## src/inc/uio_pkg.sv

```systemverilog
/*
 * constants for the upper i/o register bank: register indices, byte address
 * scaling, field positions, reset values and bus response codes.
 * assumes: shared by the bank and its bench, nothing imported.
 */
package uio_pkg;
	// ---------------------------------------------------------------
	// register indices (byte address is four times the index)
	// ---------------------------------------------------------------
	localparam logic [9:0] IDX_ADC_FLAG = 10'h0f0;
	localparam logic [9:0] IDX_ADC_CTRL = 10'h0f1;
	localparam logic [9:0] IDX_OUT_PORT = 10'h0f3;
	localparam logic [9:0] IDX_BIDIR_DATA = 10'h0f4;
	localparam logic [9:0] IDX_CNT_LOW = 10'h0f5;
	localparam logic [9:0] IDX_CNT_MIDLOW = 10'h0f6;
	localparam logic [9:0] IDX_CNT_MIDHIGH = 10'h0f7;
	localparam logic [9:0] IDX_CNT_HIGH = 10'h0f8;
	localparam logic [9:0] IDX_TIMER_RST = 10'h0f9;
	localparam logic [9:0] IDX_HEAVY_LOAD = 10'h0fa;
	localparam logic [9:0] IDX_LCD_DRIVE = 10'h0fb;
	localparam logic [9:0] IDX_BIDIR_DIR = 10'h0fc;
	localparam logic [9:0] IDX_BUZ_DIVIDED_CLOCK_OUT = 10'h0fd;
	localparam logic [9:0] IDX_ADC_CLK = 10'h0fe;
	localparam logic [9:0] IDX_IRQ_STATUS = 10'h100;
	localparam logic [9:0] IDX_IRQ_ENABLE = 10'h101;
	localparam logic [9:0] IDX_IRQ_CLEAR = 10'h102;
	localparam int ADDR_LSB = 2;
	// ---------------------------------------------------------------
	// field positions inside a nibble
	// ---------------------------------------------------------------
	localparam int BIT_D0 = 0;
	localparam int BIT_D1 = 1;
	localparam int BIT_D3 = 3;
	localparam int EV_ADC = 0;
	localparam int EV_CNT_WRAP = 1;
	localparam int NUM_EV = 2;
	// ---------------------------------------------------------------
	// reset values and bus answers
	// ---------------------------------------------------------------
	localparam logic [3:0] NIB_RESET = 4'h0;
	localparam logic [15:0] CNT_RESET = 16'h0000;
	localparam logic [15:0] CNT_ONE = 16'h0001;
	localparam logic [15:0] CNT_MAX = 16'hffff;
	localparam logic [1:0] RESP_OKAY = 2'h0;
	localparam logic [1:0] RESP_SLVERR = 2'h2;
endpackage

```

## src/uio_bank.sv

```systemverilog
/*
 * upper i/o register bank of a 4-bit controller: a/d flag and control,
 * output port with buzzer and divided-clock, bidirectional port, 16-bit
 * up-counter, timer reset, load mode, lcd, tone and a/d clock selects,
 * plus an interrupt status/enable/clear set, all behind an axi4-lite slave.
 * assumes: one 50 mhz clock; frequency sources and a/d done come from logic
 * on the same clock; the bidirectional pin level arrives asynchronously.
 */
module uio_bank #(
	parameter int ADDR_W = 12,
	parameter bit DIVIDED_CLOCK_OUT_USE = 1'b1,
	parameter bit BUZZER_USE = 1'b1
) (
	input wire logic i_sys_clk,
	input wire logic i_rst,
	input wire logic [ADDR_W-1:0] i_awaddr,
	input wire logic i_awvalid,
	output logic o_awready,
	input wire logic [31:0] i_wdata,
	input wire logic [3:0] i_wstrb,
	input wire logic i_wvalid,
	output logic o_wready,
	output logic [1:0] o_bresp,
	output logic o_bvalid,
	input wire logic i_bready,
	input wire logic [ADDR_W-1:0] i_araddr,
	input wire logic i_arvalid,
	output logic o_arready,
	output logic [31:0] o_rdata,
	output logic [1:0] o_rresp,
	output logic o_rvalid,
	input wire logic i_rready,
	input wire logic i_adc_done,
	input wire logic i_count_tick,
	input wire logic [3:0] i_divided_clock_out_src,
	input wire logic i_buzz_2k,
	input wire logic i_buzz_4k,
	input wire logic [3:0] i_bidir_in,
	output logic [3:0] o_bidir_out,
	output logic [3:0] o_bidir_oe_n,
	output logic [3:0] o_out_pins,
	output logic o_adc_go,
	output logic o_adc_channel,
	output logic o_adc_fast_clk,
	output logic o_timer_clear,
	output logic o_heavy_load,
	output logic o_lcd_static,
	output logic o_irq
);
	// refuse address widths too narrow to hold the 10-bit register index above the two byte bits
	if (ADDR_W < 12) begin : g_addr_chk
		$error("uio_bank: ADDR_W must be at least 12");
	end

	typedef struct packed {
		logic aw_full;
		logic [ADDR_W-1:0] aw_addr;
		logic w_full;
		logic [3:0] w_nib;
		logic w_lane0;
		logic bvalid;
		logic [1:0] bresp;
		logic rvalid;
		logic [3:0] rdata;
		logic [1:0] rresp;
		logic adc_irq_flag;
		logic adc_go;
		logic adc_channel_pick;
		logic [3:0] out_data;
		logic [3:0] bidir_latch;
		logic [15:0] upcount;
		logic timer_clear_cmd;
		logic heavy_load_select;
		logic lcd_static_dynamic;
		logic port_direction_bit;
		logic buzzer_tone_select;
		logic [1:0] freq_out_sel;
		logic adc_clock_pick;
		logic [uio_pkg::NUM_EV-1:0] irq_stat;
		logic [uio_pkg::NUM_EV-1:0] irq_en;
		logic [3:0] pins;
	} uio_state_t;

	uio_state_t st_reg;
	uio_state_t st_next;
	logic [3:0] pin_level;
	logic [9:0] w_idx;
	logic [9:0] r_idx;
	logic [3:0] rd_nib;
	logic rd_hit;
	logic rd_take;
	logic [uio_pkg::NUM_EV-1:0] ev;
	logic [3:0] port_view;
	logic tone;

	// ---------------------------------------------------------------
	// pin synchroniser
	// ---------------------------------------------------------------
	uio_sync #(
		.WIDTH(4)
	) u_bidir_sync (
		.i_sys_clk(i_sys_clk),
		.i_rst(i_rst),
		.i_async(i_bidir_in),
		.o_level(pin_level)
	);

	// ---------------------------------------------------------------
	// address decode and read mux
	// ---------------------------------------------------------------
	assign w_idx = st_reg.aw_addr[uio_pkg::ADDR_LSB +: 10];
	assign r_idx = i_araddr[uio_pkg::ADDR_LSB +: 10];
	assign rd_take = i_arvalid && !st_reg.rvalid;
	// port reads the pin while listening, the latch while driving
	assign port_view = st_reg.port_direction_bit ? st_reg.bidir_latch : pin_level;

	// unused bit positions are tied to zero in every branch
	always_comb begin
		rd_nib = uio_pkg::NIB_RESET;
		rd_hit = 1'b1;
		if (r_idx == uio_pkg::IDX_ADC_FLAG) begin
			rd_nib[uio_pkg::BIT_D0] = st_reg.adc_irq_flag;
		end else if (r_idx == uio_pkg::IDX_ADC_CTRL) begin
			rd_nib[uio_pkg::BIT_D0] = st_reg.adc_go;
			rd_nib[uio_pkg::BIT_D3] = st_reg.adc_channel_pick;
		end else if (r_idx == uio_pkg::IDX_OUT_PORT) begin
			rd_nib = st_reg.out_data;
		end else if (r_idx == uio_pkg::IDX_BIDIR_DATA) begin
			rd_nib = port_view;
		end else if (r_idx == uio_pkg::IDX_CNT_LOW) begin
			rd_nib = st_reg.upcount[3:0];
		end else if (r_idx == uio_pkg::IDX_CNT_MIDLOW) begin
			rd_nib = st_reg.upcount[7:4];
		end else if (r_idx == uio_pkg::IDX_CNT_MIDHIGH) begin
			rd_nib = st_reg.upcount[11:8];
		end else if (r_idx == uio_pkg::IDX_CNT_HIGH) begin
			rd_nib = st_reg.upcount[15:12];
		end else if (r_idx == uio_pkg::IDX_TIMER_RST) begin
			rd_nib = uio_pkg::NIB_RESET;
		end else if (r_idx == uio_pkg::IDX_HEAVY_LOAD) begin
			rd_nib[uio_pkg::BIT_D3] = st_reg.heavy_load_select;
		end else if (r_idx == uio_pkg::IDX_LCD_DRIVE) begin
			rd_nib[uio_pkg::BIT_D3] = st_reg.lcd_static_dynamic;
		end else if (r_idx == uio_pkg::IDX_BIDIR_DIR) begin
			rd_nib[uio_pkg::BIT_D0] = st_reg.port_direction_bit;
		end else if (r_idx == uio_pkg::IDX_BUZ_DIVIDED_CLOCK_OUT) begin
			rd_nib[uio_pkg::BIT_D3] = st_reg.buzzer_tone_select;
			rd_nib[1:0] = st_reg.freq_out_sel;
		end else if (r_idx == uio_pkg::IDX_ADC_CLK) begin
			rd_nib[uio_pkg::BIT_D0] = st_reg.adc_clock_pick;
		end else if (r_idx == uio_pkg::IDX_IRQ_STATUS) begin
			rd_nib[uio_pkg::NUM_EV-1:0] = st_reg.irq_stat;
		end else if (r_idx == uio_pkg::IDX_IRQ_ENABLE) begin
			rd_nib[uio_pkg::NUM_EV-1:0] = st_reg.irq_en;
		end else if (r_idx == uio_pkg::IDX_IRQ_CLEAR) begin
			rd_nib = uio_pkg::NIB_RESET;
		end else begin
			rd_hit = 1'b0;
		end
	end

	// ---------------------------------------------------------------
	// next state
	// ---------------------------------------------------------------
	// a write lands only once both halves are held, so the bus may offer
	// address and data in either order at the cost of one extra cycle
	always_comb begin
		st_next = st_reg;
		ev = '0;
		st_next.timer_clear_cmd = 1'b0;
		// bus handshakes
		if (i_awvalid && o_awready) begin
			st_next.aw_full = 1'b1;
			st_next.aw_addr = i_awaddr;
		end
		if (i_wvalid && o_wready) begin
			st_next.w_full = 1'b1;
			st_next.w_nib = i_wdata[3:0];
			st_next.w_lane0 = i_wstrb[0];
		end
		if (st_reg.bvalid && i_bready) begin
			st_next.bvalid = 1'b0;
		end
		if (st_reg.rvalid && i_rready) begin
			st_next.rvalid = 1'b0;
		end
		// up-counter runs on its tick; a nibble write overrides below
		if (i_count_tick) begin
			st_next.upcount = st_reg.upcount + uio_pkg::CNT_ONE;
			ev[uio_pkg::EV_CNT_WRAP] = (st_reg.upcount == uio_pkg::CNT_MAX);
		end
		// register write
		if (st_reg.aw_full && st_reg.w_full) begin
			st_next.aw_full = 1'b0;
			st_next.w_full = 1'b0;
			st_next.bvalid = 1'b1;
			st_next.bresp = uio_pkg::RESP_OKAY;
			if (w_idx == uio_pkg::IDX_ADC_FLAG) begin
				st_next.bresp = uio_pkg::RESP_OKAY;
			end else if (w_idx == uio_pkg::IDX_ADC_CTRL) begin
				if (st_reg.w_lane0) begin
					st_next.adc_go = st_reg.w_nib[uio_pkg::BIT_D0];
					st_next.adc_channel_pick = st_reg.w_nib[uio_pkg::BIT_D3];
				end
			end else if (w_idx == uio_pkg::IDX_OUT_PORT) begin
				if (st_reg.w_lane0) begin
					st_next.out_data = st_reg.w_nib;
				end
			end else if (w_idx == uio_pkg::IDX_BIDIR_DATA) begin
				if (st_reg.w_lane0) begin
					st_next.bidir_latch = st_reg.w_nib;
				end
			end else if (w_idx == uio_pkg::IDX_CNT_LOW) begin
				if (st_reg.w_lane0) begin
					st_next.upcount[3:0] = st_reg.w_nib;
				end
			end else if (w_idx == uio_pkg::IDX_CNT_MIDLOW) begin
				if (st_reg.w_lane0) begin
					st_next.upcount[7:4] = st_reg.w_nib;
				end
			end else if (w_idx == uio_pkg::IDX_CNT_MIDHIGH) begin
				if (st_reg.w_lane0) begin
					st_next.upcount[11:8] = st_reg.w_nib;
				end
			end else if (w_idx == uio_pkg::IDX_CNT_HIGH) begin
				if (st_reg.w_lane0) begin
					st_next.upcount[15:12] = st_reg.w_nib;
				end
			end else if (w_idx == uio_pkg::IDX_TIMER_RST) begin
				st_next.timer_clear_cmd = st_reg.w_lane0 && st_reg.w_nib[uio_pkg::BIT_D0];
			end else if (w_idx == uio_pkg::IDX_HEAVY_LOAD) begin
				if (st_reg.w_lane0) begin
					st_next.heavy_load_select = st_reg.w_nib[uio_pkg::BIT_D3];
				end
			end else if (w_idx == uio_pkg::IDX_LCD_DRIVE) begin
				if (st_reg.w_lane0) begin
					st_next.lcd_static_dynamic = st_reg.w_nib[uio_pkg::BIT_D3];
				end
			end else if (w_idx == uio_pkg::IDX_BIDIR_DIR) begin
				if (st_reg.w_lane0) begin
					st_next.port_direction_bit = st_reg.w_nib[uio_pkg::BIT_D0];
				end
			end else if (w_idx == uio_pkg::IDX_BUZ_DIVIDED_CLOCK_OUT) begin
				if (st_reg.w_lane0) begin
					st_next.buzzer_tone_select = st_reg.w_nib[uio_pkg::BIT_D3];
					st_next.freq_out_sel = st_reg.w_nib[1:0];
				end
			end else if (w_idx == uio_pkg::IDX_ADC_CLK) begin
				if (st_reg.w_lane0) begin
					st_next.adc_clock_pick = st_reg.w_nib[uio_pkg::BIT_D0];
				end
			end else if (w_idx == uio_pkg::IDX_IRQ_STATUS) begin
				st_next.bresp = uio_pkg::RESP_OKAY;
			end else if (w_idx == uio_pkg::IDX_IRQ_ENABLE) begin
				if (st_reg.w_lane0) begin
					st_next.irq_en = st_reg.w_nib[uio_pkg::NUM_EV-1:0];
				end
			end else if (w_idx == uio_pkg::IDX_IRQ_CLEAR) begin
				if (st_reg.w_lane0) begin
					st_next.irq_stat = st_reg.irq_stat & ~st_reg.w_nib[uio_pkg::NUM_EV-1:0];
				end
			end else begin
				st_next.bresp = uio_pkg::RESP_SLVERR;
			end
		end
		// register read; the flag read clears it once the data is captured
		if (rd_take) begin
			st_next.rvalid = 1'b1;
			st_next.rdata = rd_nib;
			st_next.rresp = rd_hit ? uio_pkg::RESP_OKAY : uio_pkg::RESP_SLVERR;
			if (r_idx == uio_pkg::IDX_ADC_FLAG) begin
				st_next.adc_irq_flag = 1'b0;
			end
		end
		// events set last so a set beats a same-cycle clear
		if (i_adc_done) begin
			st_next.adc_irq_flag = 1'b1;
			ev[uio_pkg::EV_ADC] = 1'b1;
		end
		st_next.irq_stat = st_next.irq_stat | ev;
		// output pins, special functions on bits zero and one are gated by those data bits
		st_next.pins = st_reg.out_data;
		if (DIVIDED_CLOCK_OUT_USE) begin
			st_next.pins[uio_pkg::BIT_D0] = st_reg.out_data[uio_pkg::BIT_D0] && i_divided_clock_out_src[st_reg.freq_out_sel];
		end
		if (BUZZER_USE) begin
			st_next.pins[uio_pkg::BIT_D1] = st_reg.out_data[uio_pkg::BIT_D1] && tone;
		end
	end

	// tone select: one picks the lower tone
	assign tone = st_reg.buzzer_tone_select ? i_buzz_2k : i_buzz_4k;

	// ---------------------------------------------------------------
	// state register
	// ---------------------------------------------------------------
	// port latch and counter carry no reset value, so they simply keep going
	always_ff @(posedge i_sys_clk) begin
		if (i_rst) begin
			st_reg <= '0;
			st_reg.bidir_latch <= st_next.bidir_latch;
			st_reg.upcount <= st_next.upcount;
		end else begin
			st_reg <= st_next;
		end
	end

	// ---------------------------------------------------------------
	// outputs
	// ---------------------------------------------------------------
	assign o_awready = !st_reg.aw_full && !st_reg.bvalid;
	assign o_wready = !st_reg.w_full && !st_reg.bvalid;
	assign o_bvalid = st_reg.bvalid;
	assign o_bresp = st_reg.bresp;
	assign o_arready = !st_reg.rvalid;
	assign o_rvalid = st_reg.rvalid;
	assign o_rresp = st_reg.rresp;
	assign o_rdata = {28'h0000000, st_reg.rdata};
	assign o_bidir_out = st_reg.bidir_latch;
	assign o_bidir_oe_n = {4{!st_reg.port_direction_bit}};
	assign o_out_pins = st_reg.pins;
	assign o_adc_go = st_reg.adc_go;
	assign o_adc_channel = st_reg.adc_channel_pick;
	assign o_adc_fast_clk = st_reg.adc_clock_pick;
	assign o_timer_clear = st_reg.timer_clear_cmd;
	assign o_heavy_load = st_reg.heavy_load_select;
	assign o_lcd_static = st_reg.lcd_static_dynamic;
	assign o_irq = |(st_reg.irq_stat & st_reg.irq_en);
endmodule

```

## src/uio_sync.sv

```systemverilog
/*
 * three-stage synchroniser for pin levels: the output moves only once the
 * second and third stages agree.
 * assumes: input is asynchronous to i_sys_clk; synchronous active-high reset.
 */
module uio_sync #(
	parameter int WIDTH = 4
) (
	input wire logic i_sys_clk,
	input wire logic i_rst,
	input wire logic [WIDTH-1:0] i_async,
	output logic [WIDTH-1:0] o_level
);
	typedef struct packed {
		logic [WIDTH-1:0] s1;
		logic [WIDTH-1:0] s2;
		logic [WIDTH-1:0] s3;
		logic [WIDTH-1:0] lvl;
	} uio_sync_t;
	uio_sync_t st_reg;
	uio_sync_t st_next;

	// ---------------------------------------------------------------
	// stages
	// ---------------------------------------------------------------
	// first stage is read only by the second
	always_comb begin
		st_next = st_reg;
		st_next.s1 = i_async;
		st_next.s2 = st_reg.s1;
		st_next.s3 = st_reg.s2;
		for (int i = 0; i < WIDTH; i++) begin
			if (st_reg.s2[i] == st_reg.s3[i]) begin
				st_next.lvl[i] = st_reg.s3[i];
			end
		end
	end

	always_ff @(posedge i_sys_clk) begin
		if (i_rst) begin
			st_reg <= '0;
		end else begin
			st_reg <= st_next;
		end
	end

	assign o_level = st_reg.lvl;
endmodule

```

## config.mk

```make
export PLATFORM = sky130hd
export DESIGN_NAME = uio_bank
export DESIGN_NICKNAME = d
export VERILOG_FILES = /design/src/inc/uio_pkg.sv /design/src/uio_bank.sv /design/src/uio_sync.sv
export SDC_FILE = /design/constraint.sdc
export NUM_CORES = 1
export LEC_CHECK = 0
export BUFFER_PORTS_ARGS = -buffer_cell sky130_fd_sc_hd__buf_2
export CORE_MARGIN = 5
export CORE_UTILIZATION = 30
export DETAILED_ROUTE_END_ITERATION = 10
export PLACE_DENSITY_LB_ADDON = 0.25
export SETUP_SLACK_MARGIN = 0.02
export SLEW_MARGIN = 30
export SYNTH_ARGS = -nofsm -noshare
export SYNTH_HDL_FRONTEND = slang
export SYNTH_SLANG_ARGS = --single-unit
```

## constraint.sdc

```tcl
create_clock -name i_sys_clk -period 4.85 [get_ports i_sys_clk]
set_clock_uncertainty 0.05 [all_clocks]
set_input_delay 0.97 -clock i_sys_clk [delete_from_list [all_inputs] [get_ports i_sys_clk]]
set_output_delay 0.97 -clock i_sys_clk [all_outputs]
set_load 0.05 [all_outputs]
```

==> run metrics, run 1 <==
Final Cycle Share=48.1%; synthesis-stage register bit count=84; Synth cell types=53; initial antenna violation count=0; worst reg2reg endpoint=st_reg[7]$_SDFF_PP0_; Worst path top cell family by delay=compound AO/OA/AOI/OAI gates; Hold Fails Final Rpt=0; FF-to-FF path depth=5; initial detailed-routing violation count=290; Syn Area/Cell=8.50 um^2; total power=1.74 mW; Min-Delay Path Class=reg -> reg; max-slew headroom at the worst pin=54.7%; Met3 Wirelength=730 um; outcome=completed; hold depth=1; Setup Crit Path Kind=in -> reg; worst vdd ir=0.170 mV; drt total wl=10.9 mm; unrepaired setup endpoints after global routing=false; Max Fanout on Critical Path=36; delay of the slowest critical-path stage=0.48 ns; Worst setup EP type=register; Synth Instances=505; number of flip-flops in the largest register=44; Peak Freq=428 MHz; CTS tree=done; Worst-Margin Slew=0.673 ns; Post-DRT Antenna Nets=0; top sig layer=met4; # clock sinks=84; DIE WIDTH=130 um; Core Region=13900 um^2; vias post-DR=3487; routed length on met1=5.19 mm; share of cells above drive strength 1=18.5%; largest net degree at the start of global routing=44; Startpoint Class=input pin; Max Cap Violations=0; Post-DP HPWL=8.15 mm; vias per inst=4.80; H-tree lvl count=3; final core occ=34.4%; clock buffer depth=2; CTS Hold Bufs=0; Setup WS post-layout=2.52 ns; final setup fails=0; met2 routed wirelength=4.89 mm; P_leak=1.93 nW; Syn-to-layout area delta=11.8%; worst hold start=u_bidir_sync.st_next[10]$_SDFF_PP0_; Die Y=130 um; Arr. time, crit path=2.55 ns; first-pass GRT wire length=17.6 mm; reg2reg start=st_reg[66]$_SDFFE_PP0P_; Buf+Inv Stages, Crit Path=1; post-layout min period=2.33 ns; setup bufs post-CTS=0; Max Slew Vio Count=0; top_reg_cell synth=dfxtp_1; routed wire length per instance=15.1 um; Hold EP=u_bidir_sync.st_next[6]$_SDFF_PP0_; input/output buffers=73; Final nets=623; Reg clk slew, reported paths=0.06 ns; CTS Buf Count=9; # IOs=139; worst skew pair latency=0.34 ns; critical-path cell list=buf_2 > nor3b_1 > a311o_1 > a2111oi_2 > o21ai_0 > a21oi_1; post-cts sizing count=0; commonest non-fill, non-tap cell in the layout=dfxtp_1; Post-synth EDFFs=4; r2r setup slk=2.92 ns; drt drc=0; gr ovfl total=0; Worst EP required=5.07 ns; Seq/Total Area, Yosys=40.1%; Mapped Area=4290 um^2; n_diodes=0; Yosys Warn Count=0; Slowest cell on crit path=buf_2; TNS Setup=0 ns; vias in the first global route=3384; CTS root buffer=clkbuf_16; GPL Wtd Cong=0.860; FFs w/ async S/R, synth=0%; DRT Pass-1 Iters=4; Pwr per Cell Area=364 nW/um^2; initial core utilization=30.8%; Placement Setup Slack=2.18 ns; Tot GR Track Use=13.1%; die area=16800 um^2; most frequent cells in the layout=dfxtp_1 (80), buf_2 (73), nand2_1 (56); row count=43
cells in the mapped netlist (all sizes together), types with 4 or more instances:
cell	count	share of area (%)
dfxtp	80	37
buf	56	9.3
nand2	56	4.9
nor2	40	3.5
a21oi	34	4.0
mux2i	27	6.3
nor2b	23	3.4
o21ai	22	2.6
clkbuf	20	1.7
nor3	13	1.5
nand3	12	1.4
mux2	10	2.6
inv	9	0.79
nand4	9	1.3
xnor2	9	1.8
and3	7	1.0
nand2b	6	0.87
nand3b	6	1.0
xor2	6	1.2
nor3b	5	0.87
and2	4	0.58
edfxtp	4	2.8
per-stage QoR:
step                cell area, um^2  hold WS [ns]  cells
floorplan                      4400         0.356    534
global placement               4530         0.375    712
detailed placement             4530         0.376    712
CTS                            4800         0.390    727
global route                   4800         0.404    727
finish                         4800         0.383    727
layout make-up:
class                   instances  area, um^2
clock buffers                  13         260
multi-input cells             365        2170
fillers                      1493        9140
clock inverters                 2        12.5
flip-flops and latches         84        1720
inverters                       9        33.8
repair buffers                 74         373
well taps                     180         225
layer usage:
layer  GRT usage [%]  up-vias
li1                -     1752
met4            3.00        0
met3            4.66       17
met2            20.3       99
met1            17.7     1619
met5               0        -
cells by family after synthesis:
group | Yosys count | synth area share [%]
DFF | 84 | 40.1
other | 1 | 0.0874
adders and majority gates | 1 | 0.291
buffers and inverters | 85 | 11.8
muxes | 37 | 8.92
xor gates and xnor gates | 15 | 3.06
AOI/OAI and AO/OA | 86 | 12.4
and+or+nand+nor | 196 | 23.3
how the worst max path moves through the flow:
stage	cells after the start	from	to
finish	6	i_araddr[2]	o_rdata[2]$_SDFFE_PP0P_
detailed placement	6	i_araddr[2]	o_rdata[0]$_SDFFE_PP0P_
global placement	6	i_araddr[2]	o_rdata[2]$_SDFFE_PP0P_
CTS	2	st_reg[12]$_SDFFE_PP0P_	o_bidir_oe_n[2]
global route	6	i_araddr[2]	o_rdata[2]$_SDFFE_PP0P_
floorplan	5	i_araddr[8]	st_reg[42]$_SDFFE_PP0P_
where the power goes:
| part | switching, mW | internal [mW] |
|---|---|---|
| clock network | 0.265 | 0.371 |
| registers | 0.0706 | 0.747 |
| logic | 0.175 | 0.115 |
Note: power is estimated with default switching activity, not from simulation.
==> run 2: changes to the inputs <==
- ABC_AREA: unset -> 1
- clock period: 4.85 -> 2.1 ns (I/O delays scaled with it)
==> run 2 against run 1 <==
  * Final area rose by 11%
  * Via count up 16%
  * Non-clock buffer count up 24
==> run metrics, run 2 <==
outcome=completed; sequential share of power=44.7%; hold_ws=0.233 ns; CTS root buffer=clkbuf_16; Syn-to-layout area delta=18.4%; Gate power share=18.1%; DIE WIDTH=132 um; critical-path cell list=ha_1 > nand2_1 > nor2_2 > and3_4 > nand3_2 > nor2_1 > xor2_1 > o21ai_0 > nand4_1 > o21ai_1; Tot GR Track Use=14.2%; Startpoint Class=register; commonest non-fill, non-tap cell in the layout=nand2_1; Synth Instances=620; drt drc=0; H-tree lvl count=3; Worst-Margin Slew=0.465 ns; P_leak=2.40 nW; Core Region=14600 um^2; Post-DRT Antenna Nets=0; synth top area cells=dfxtp_1 (36%), buf_4 (7.9%), nand2_1 (7.7%), nor2_1 (7.1%), inv_1 (6.6%); Max Cap Violations=0; Final nets=781; Final Cycle Share=89.7%; Multi-input gate area=2170 um^2; initial core utilization=30.8%; Setup Crit Path Kind=reg -> reg; max-slew headroom at the worst pin=68.2%; largest net degree at the start of global routing=37; GR peak layer=met2; Pwr per Cell Area=818 nW/um^2; # IOs=139; drt total wl=12.6 mm; initial antenna violation count=0; GR Util met2=23.4%; Max Fanout on Critical Path=3; Mapped Area=4490 um^2; Hold Fails Final Rpt=0; Clk pwr share=37.2%; row count=44; grt met3 use=3.55%; Die Y=132 um; worst vdd ir=0.377 mV; synthesis-stage register bit count=84; n_diodes=0; delay of the slowest critical-path stage=0.37 ns; Worst setup EP type=register; Max Slew Vio Count=0; top-count cell post-synth=nand2_1; Reg clk slew, reported paths=0.06 ns; Synth top area share=35.7%; register area=1720 um^2; unrepaired setup endpoints after global routing=true; share of cells above drive strength 1=21.5%; Worst EP required=2.27 ns; top_reg_cell synth=dfxtp_1; Post-synth EDFFs=4; FFs w/ async S/R, synth=0%; Seq/Total Area, Yosys=38.3%; vias post-DR=4040; Pint=2.98 mW; CTS tree=done; leading area contributor after synthesis=dfxtp_1; number of flip-flops in the largest register=44; switching share of power=31.6%; Min-Delay Path Class=in -> reg; GPL Wtd Cong=0.894; Arr. time, crit path=2.06 ns; initial detailed-routing violation count=191; input/output buffers=73; die area=17500 um^2; post-layout min period=1.88 ns; DRT Pass-1 Iters=4; clock buffer depth=2; Yosys Warn Count=0; vias per inst=4.54; vias in the first global route=3967; TNS Setup=0 ns; Peak Freq=531 MHz; Worst path top cell family by delay=simple AND/OR/NAND/NOR gates; Syn Area/Cell=7.24 um^2; worst skew pair latency=0.34 ns; Post-DP HPWL=10.2 mm; CTS Buf Count=9; final setup fails=0; final core occ=36.4%; routed wire length per instance=14.1 um; top cells by count, synth=nand2_1 (92), nor2_1 (85), dfxtp_1 (80); gr ovfl total=0; fillers=1579; first-pass GRT wire length=20.4 mm; met1 usage=18.4%; # clock sinks=84; Slowest cell on crit path=dfxtp_1; NetSw=1.38 mW; most frequent cells in the layout=nand2_1 (91), nor2_1 (83), dfxtp_1 (80); Buf+Inv Stages, Crit Path=0; Synth cell types=49
run 2: cell count changes after synthesis, sizes merged, moves of 8 or more:
cell and change:
mux2i -24, nor2 +53, nand3 +15, inv +80, nor2b -23, clkbuf -14
nor4 +10, nand2 +39, mux2 -10, o21ai +19, nand4 +8
run 2: path summary, 6_finish.rpt:
check / cells past startpoint / slack [ns] / from / to
hold / removal: 3 / 0.23 / i_bidir_in[1] / u_bidir_sync.st_next[9]$_SDFF_PP0_
setup reg to reg: 10 / 0.22 / st_reg[16]$_DFF_P_ / st_reg[28]$_DFF_P_
setup / recovery: 10 / 0.22 / st_reg[16]$_DFF_P_ / st_reg[28]$_DFF_P_
hold reg to reg: 2 / 0.36 / u_bidir_sync.st_next[8]$_SDFF_PP0_ / u_bidir_sync.st_next[4]$_SDFF_PP0_
run 2: worst reg2reg max path: cells and delay by family, from the launching register on:
kind / cells / cell delay (ns)
xor+xnor: 1 / 0.21
flops: 1 / 0.37
simple gates: 6 / 0.80
compound gates: 2 / 0.18
fa+ha+maj: 1 / 0.16
run 2: layer usage:
| layer | wire [um] | vias up |
|---|---|---|
| met5 | 0 | - |
| met4 | 271 | 0 |
| met3 | 771 | 25 |
| met2 | 5740 | 115 |
| met1 | 5760 | 1767 |
| li1 | - | 2133 |
run 2: logic make-up after synthesis:
family                   after synthesis  synth area share, %
AO/OA/AOI/OAI                        112                 14.4
XOR/XNOR                              11                 2.15
adder cells (fa/ha/maj)                1                0.279
buffers and inverters                147                 16.3
flip-flops                            84                 38.3
multiplexers                           3                0.669
other                                  1               0.0835
AND/OR/NAND/NOR                      261                 27.8
run 2: power by group through the flow:
stage / combinational, mW / clock [mW] / sequential (mW)
after global routing: 0.884 / 1.73 / 1.96
after detailed placement: 0.782 / 0 / 1.98
after global placement: 0.773 / 0 / 1.97
final: 0.788 / 1.62 / 1.94
after CTS: 0.788 / 1.67 / 1.94
after floorplan: 0.636 / 0 / 1.93
run 2: cell type report:
class                           count  area share (%)
Inverter                           90            6.35
Timing Repair Buffer               98            10.4
Multi-Input combinational cell    418            40.8
Tap cell                          184            4.33
Sequential cell                    84            32.4
Clock buffer                       11            4.56
Clock inverter                      5            1.13
run 2: stage by stage:
stage / total power [mW] / cells / worst slack (ns) / area (um^2)
finish: 4.35 / 890 / 0.217 / 5320
global route: 4.57 / 890 / -0.0512 / 5320
CTS: 4.40 / 890 / 0.0537 / 5300
detailed placement: 2.76 / 874 / -0.0182 / 4990
global placement: 2.74 / 874 / 0.00651 / 4990
floorplan: 2.56 / 649 / 0.134 / 4600
run 2: what timing repair did:
action | CTS | global route
setup endpoints to repair | 0 | 12
gates resized for setup | 0 | 5
hold buffers | 0 | 0
buffers inserted | 0 | 0
==> run 3: changes to the inputs <==
- MAX_ROUTING_LAYER: unset -> met4
==> run 3 against run 2 <==
  * Routed wire length is 0.32% higher
  * Critical path depth increased by 2
  * Global-route usage is 0.26 points higher
  * Non-clock buffer count stayed put
  * Fmax shrank 2.5%
  * Worst setup slack lost 0.049 ns
  * Sequential power hardly changed
  * Sequential cell count unchanged
  * Combinational power hardly changed
  * Cell count stayed put
  * Largest cell class unchanged
  * Largest power group unchanged
==> run metrics, run 3 (synthesis results as in run 2) <==
Die Y=132 um; Placed Area=4990 um^2; n_diodes=0; most frequent cells in the layout=nand2_1 (92), nor2_1 (84), dfxtp_1 (80); r2r setup slk=0.17 ns; Reg clk slew, reported paths=0.06 ns; Worst EP required=2.30 ns; drt drc=0; reg2reg start=st_reg[70]$_SDFFE_PP0P_; P_leak=2.39 nW; Setup crit start=st_reg[70]$_SDFFE_PP0P_; Gate power share=18.4%; Startpoint Class=register; gr ovfl total=0; final setup fails=0; Tot GR Track Use=14.5%; dpl cells=874; Final nets=781; Post-DRT Antenna Nets=0; DRT Pass-1 Iters=4; switching share of power=31.5%; Min-Delay Path Class=in -> reg; outcome=completed; Peak Freq=518 MHz; share of cells above drive strength 1=21.2%; # IOs=139; drt total wl=12.6 mm; CTS Hold Bufs=0; Clk pwr share=36.4%; GPL Wtd Cong=0.911; Max Slew Vio Count=0; initial core utilization=30.8%; unrepaired setup endpoints after global routing=false; Max Cap Violations=0; vias in the first global route=4033; total power=4.30 mW; worst skew pair latency=0.34 ns; Arr. time, crit path=2.13 ns; initial antenna violation count=0; CTS tree=done; row count=44; post-layout min period=1.93 ns; Setup Crit Path Kind=reg -> reg; Hold Fails Final Rpt=0; H-tree lvl count=3; worst hold start=i_bidir_in[0]; fin area=5300 um^2; Post-DP HPWL=10.3 mm; non-filler cells, final=890; commonest non-fill, non-tap cell in the layout=nand2_1; Final Cycle Share=92.0%; die area=17500 um^2; DIE WIDTH=132 um; # clock sinks=84; worst vdd ir=0.368 mV; Syn-to-layout area delta=18.1%; CTS root buffer=clkbuf_16; Pint=2.94 mW; number of flip-flops in the largest register=44; clock buffer depth=2; Pwr per Cell Area=810 nW/um^2; largest net degree at the start of global routing=37; NetSw=1.35 mW; vias per inst=4.61; routed wire length per instance=14.1 um; post-cts sizing count=0; initial detailed-routing violation count=241; Max Fanout on Critical Path=6; Placement Setup Slack=-0.000734 ns; input/output buffers=73; sequential share of power=45.2%; vias post-DR=4103; setup bufs post-CTS=0; Core Region=14600 um^2; TNS Setup=0 ns; first-pass GRT wire length=20.1 mm; Worst setup EP type=register; Setup WS post-layout=0.168 ns; CTS Buf Count=9
## run 3: routing by layer
layer	track usage [%]	part of all wire [%]
met1	18.1	47
met3	3.55	5.1
met5	-	0
met4	3.22	0.93
met2	23.7	47
## run 3: final timing paths
kind                                        end  cells after the start
max                      st_reg[9]$_SDFFE_PP0P_                     12
min          u_bidir_sync.st_next[8]$_SDFF_PP0_                      3
max reg2reg              st_reg[9]$_SDFFE_PP0P_                     12
min reg2reg  u_bidir_sync.st_next[5]$_SDFF_PP0_                      2
## run 3: power groups by stage
stage          clock network, mW  logic, mW  registers (mW)
4_1_cts                     1.62      0.791            1.94
2_1_floorplan                  0      0.636            1.93
5_1_grt                     1.67      0.886            1.96
3_5_place_dp                   0      0.786            1.98
3_3_place_gp                   0      0.778            1.97
6_report                    1.56      0.790            1.94
## run 3: critical path, cell delays in order, from the launching register on
cell and delay [ns]:
dfxtp_1 0.32, nor2_1 0.15, inv_2 0.09, nor2_4 0.18, nand3_2 0.17, nor2_2 0.17, nor2_2 0.08, nand2_4 0.06
buf_4 0.16, nor2_4 0.06, nand2_2 0.12, nor2_1 0.06, a211oi_1 0.18
## run 3: cell type report
type	instances	area [um^2]
fill	1599	9290
multi-input combinational	418	2170
sequential	84	1720
timing repair buffer	98	553
inverter	90	338
clock buffer	12	236
tap	184	230
clock inverter	4	51.3
## run 3: per-stage QoR
stage               hold WS [ns]  utilization [%]
finish                     0.242             36.3
global route               0.232             36.3
floorplan                  0.338                -
global placement           0.343             34.2
CTS                        0.227             36.2
detailed placement         0.346             34.2
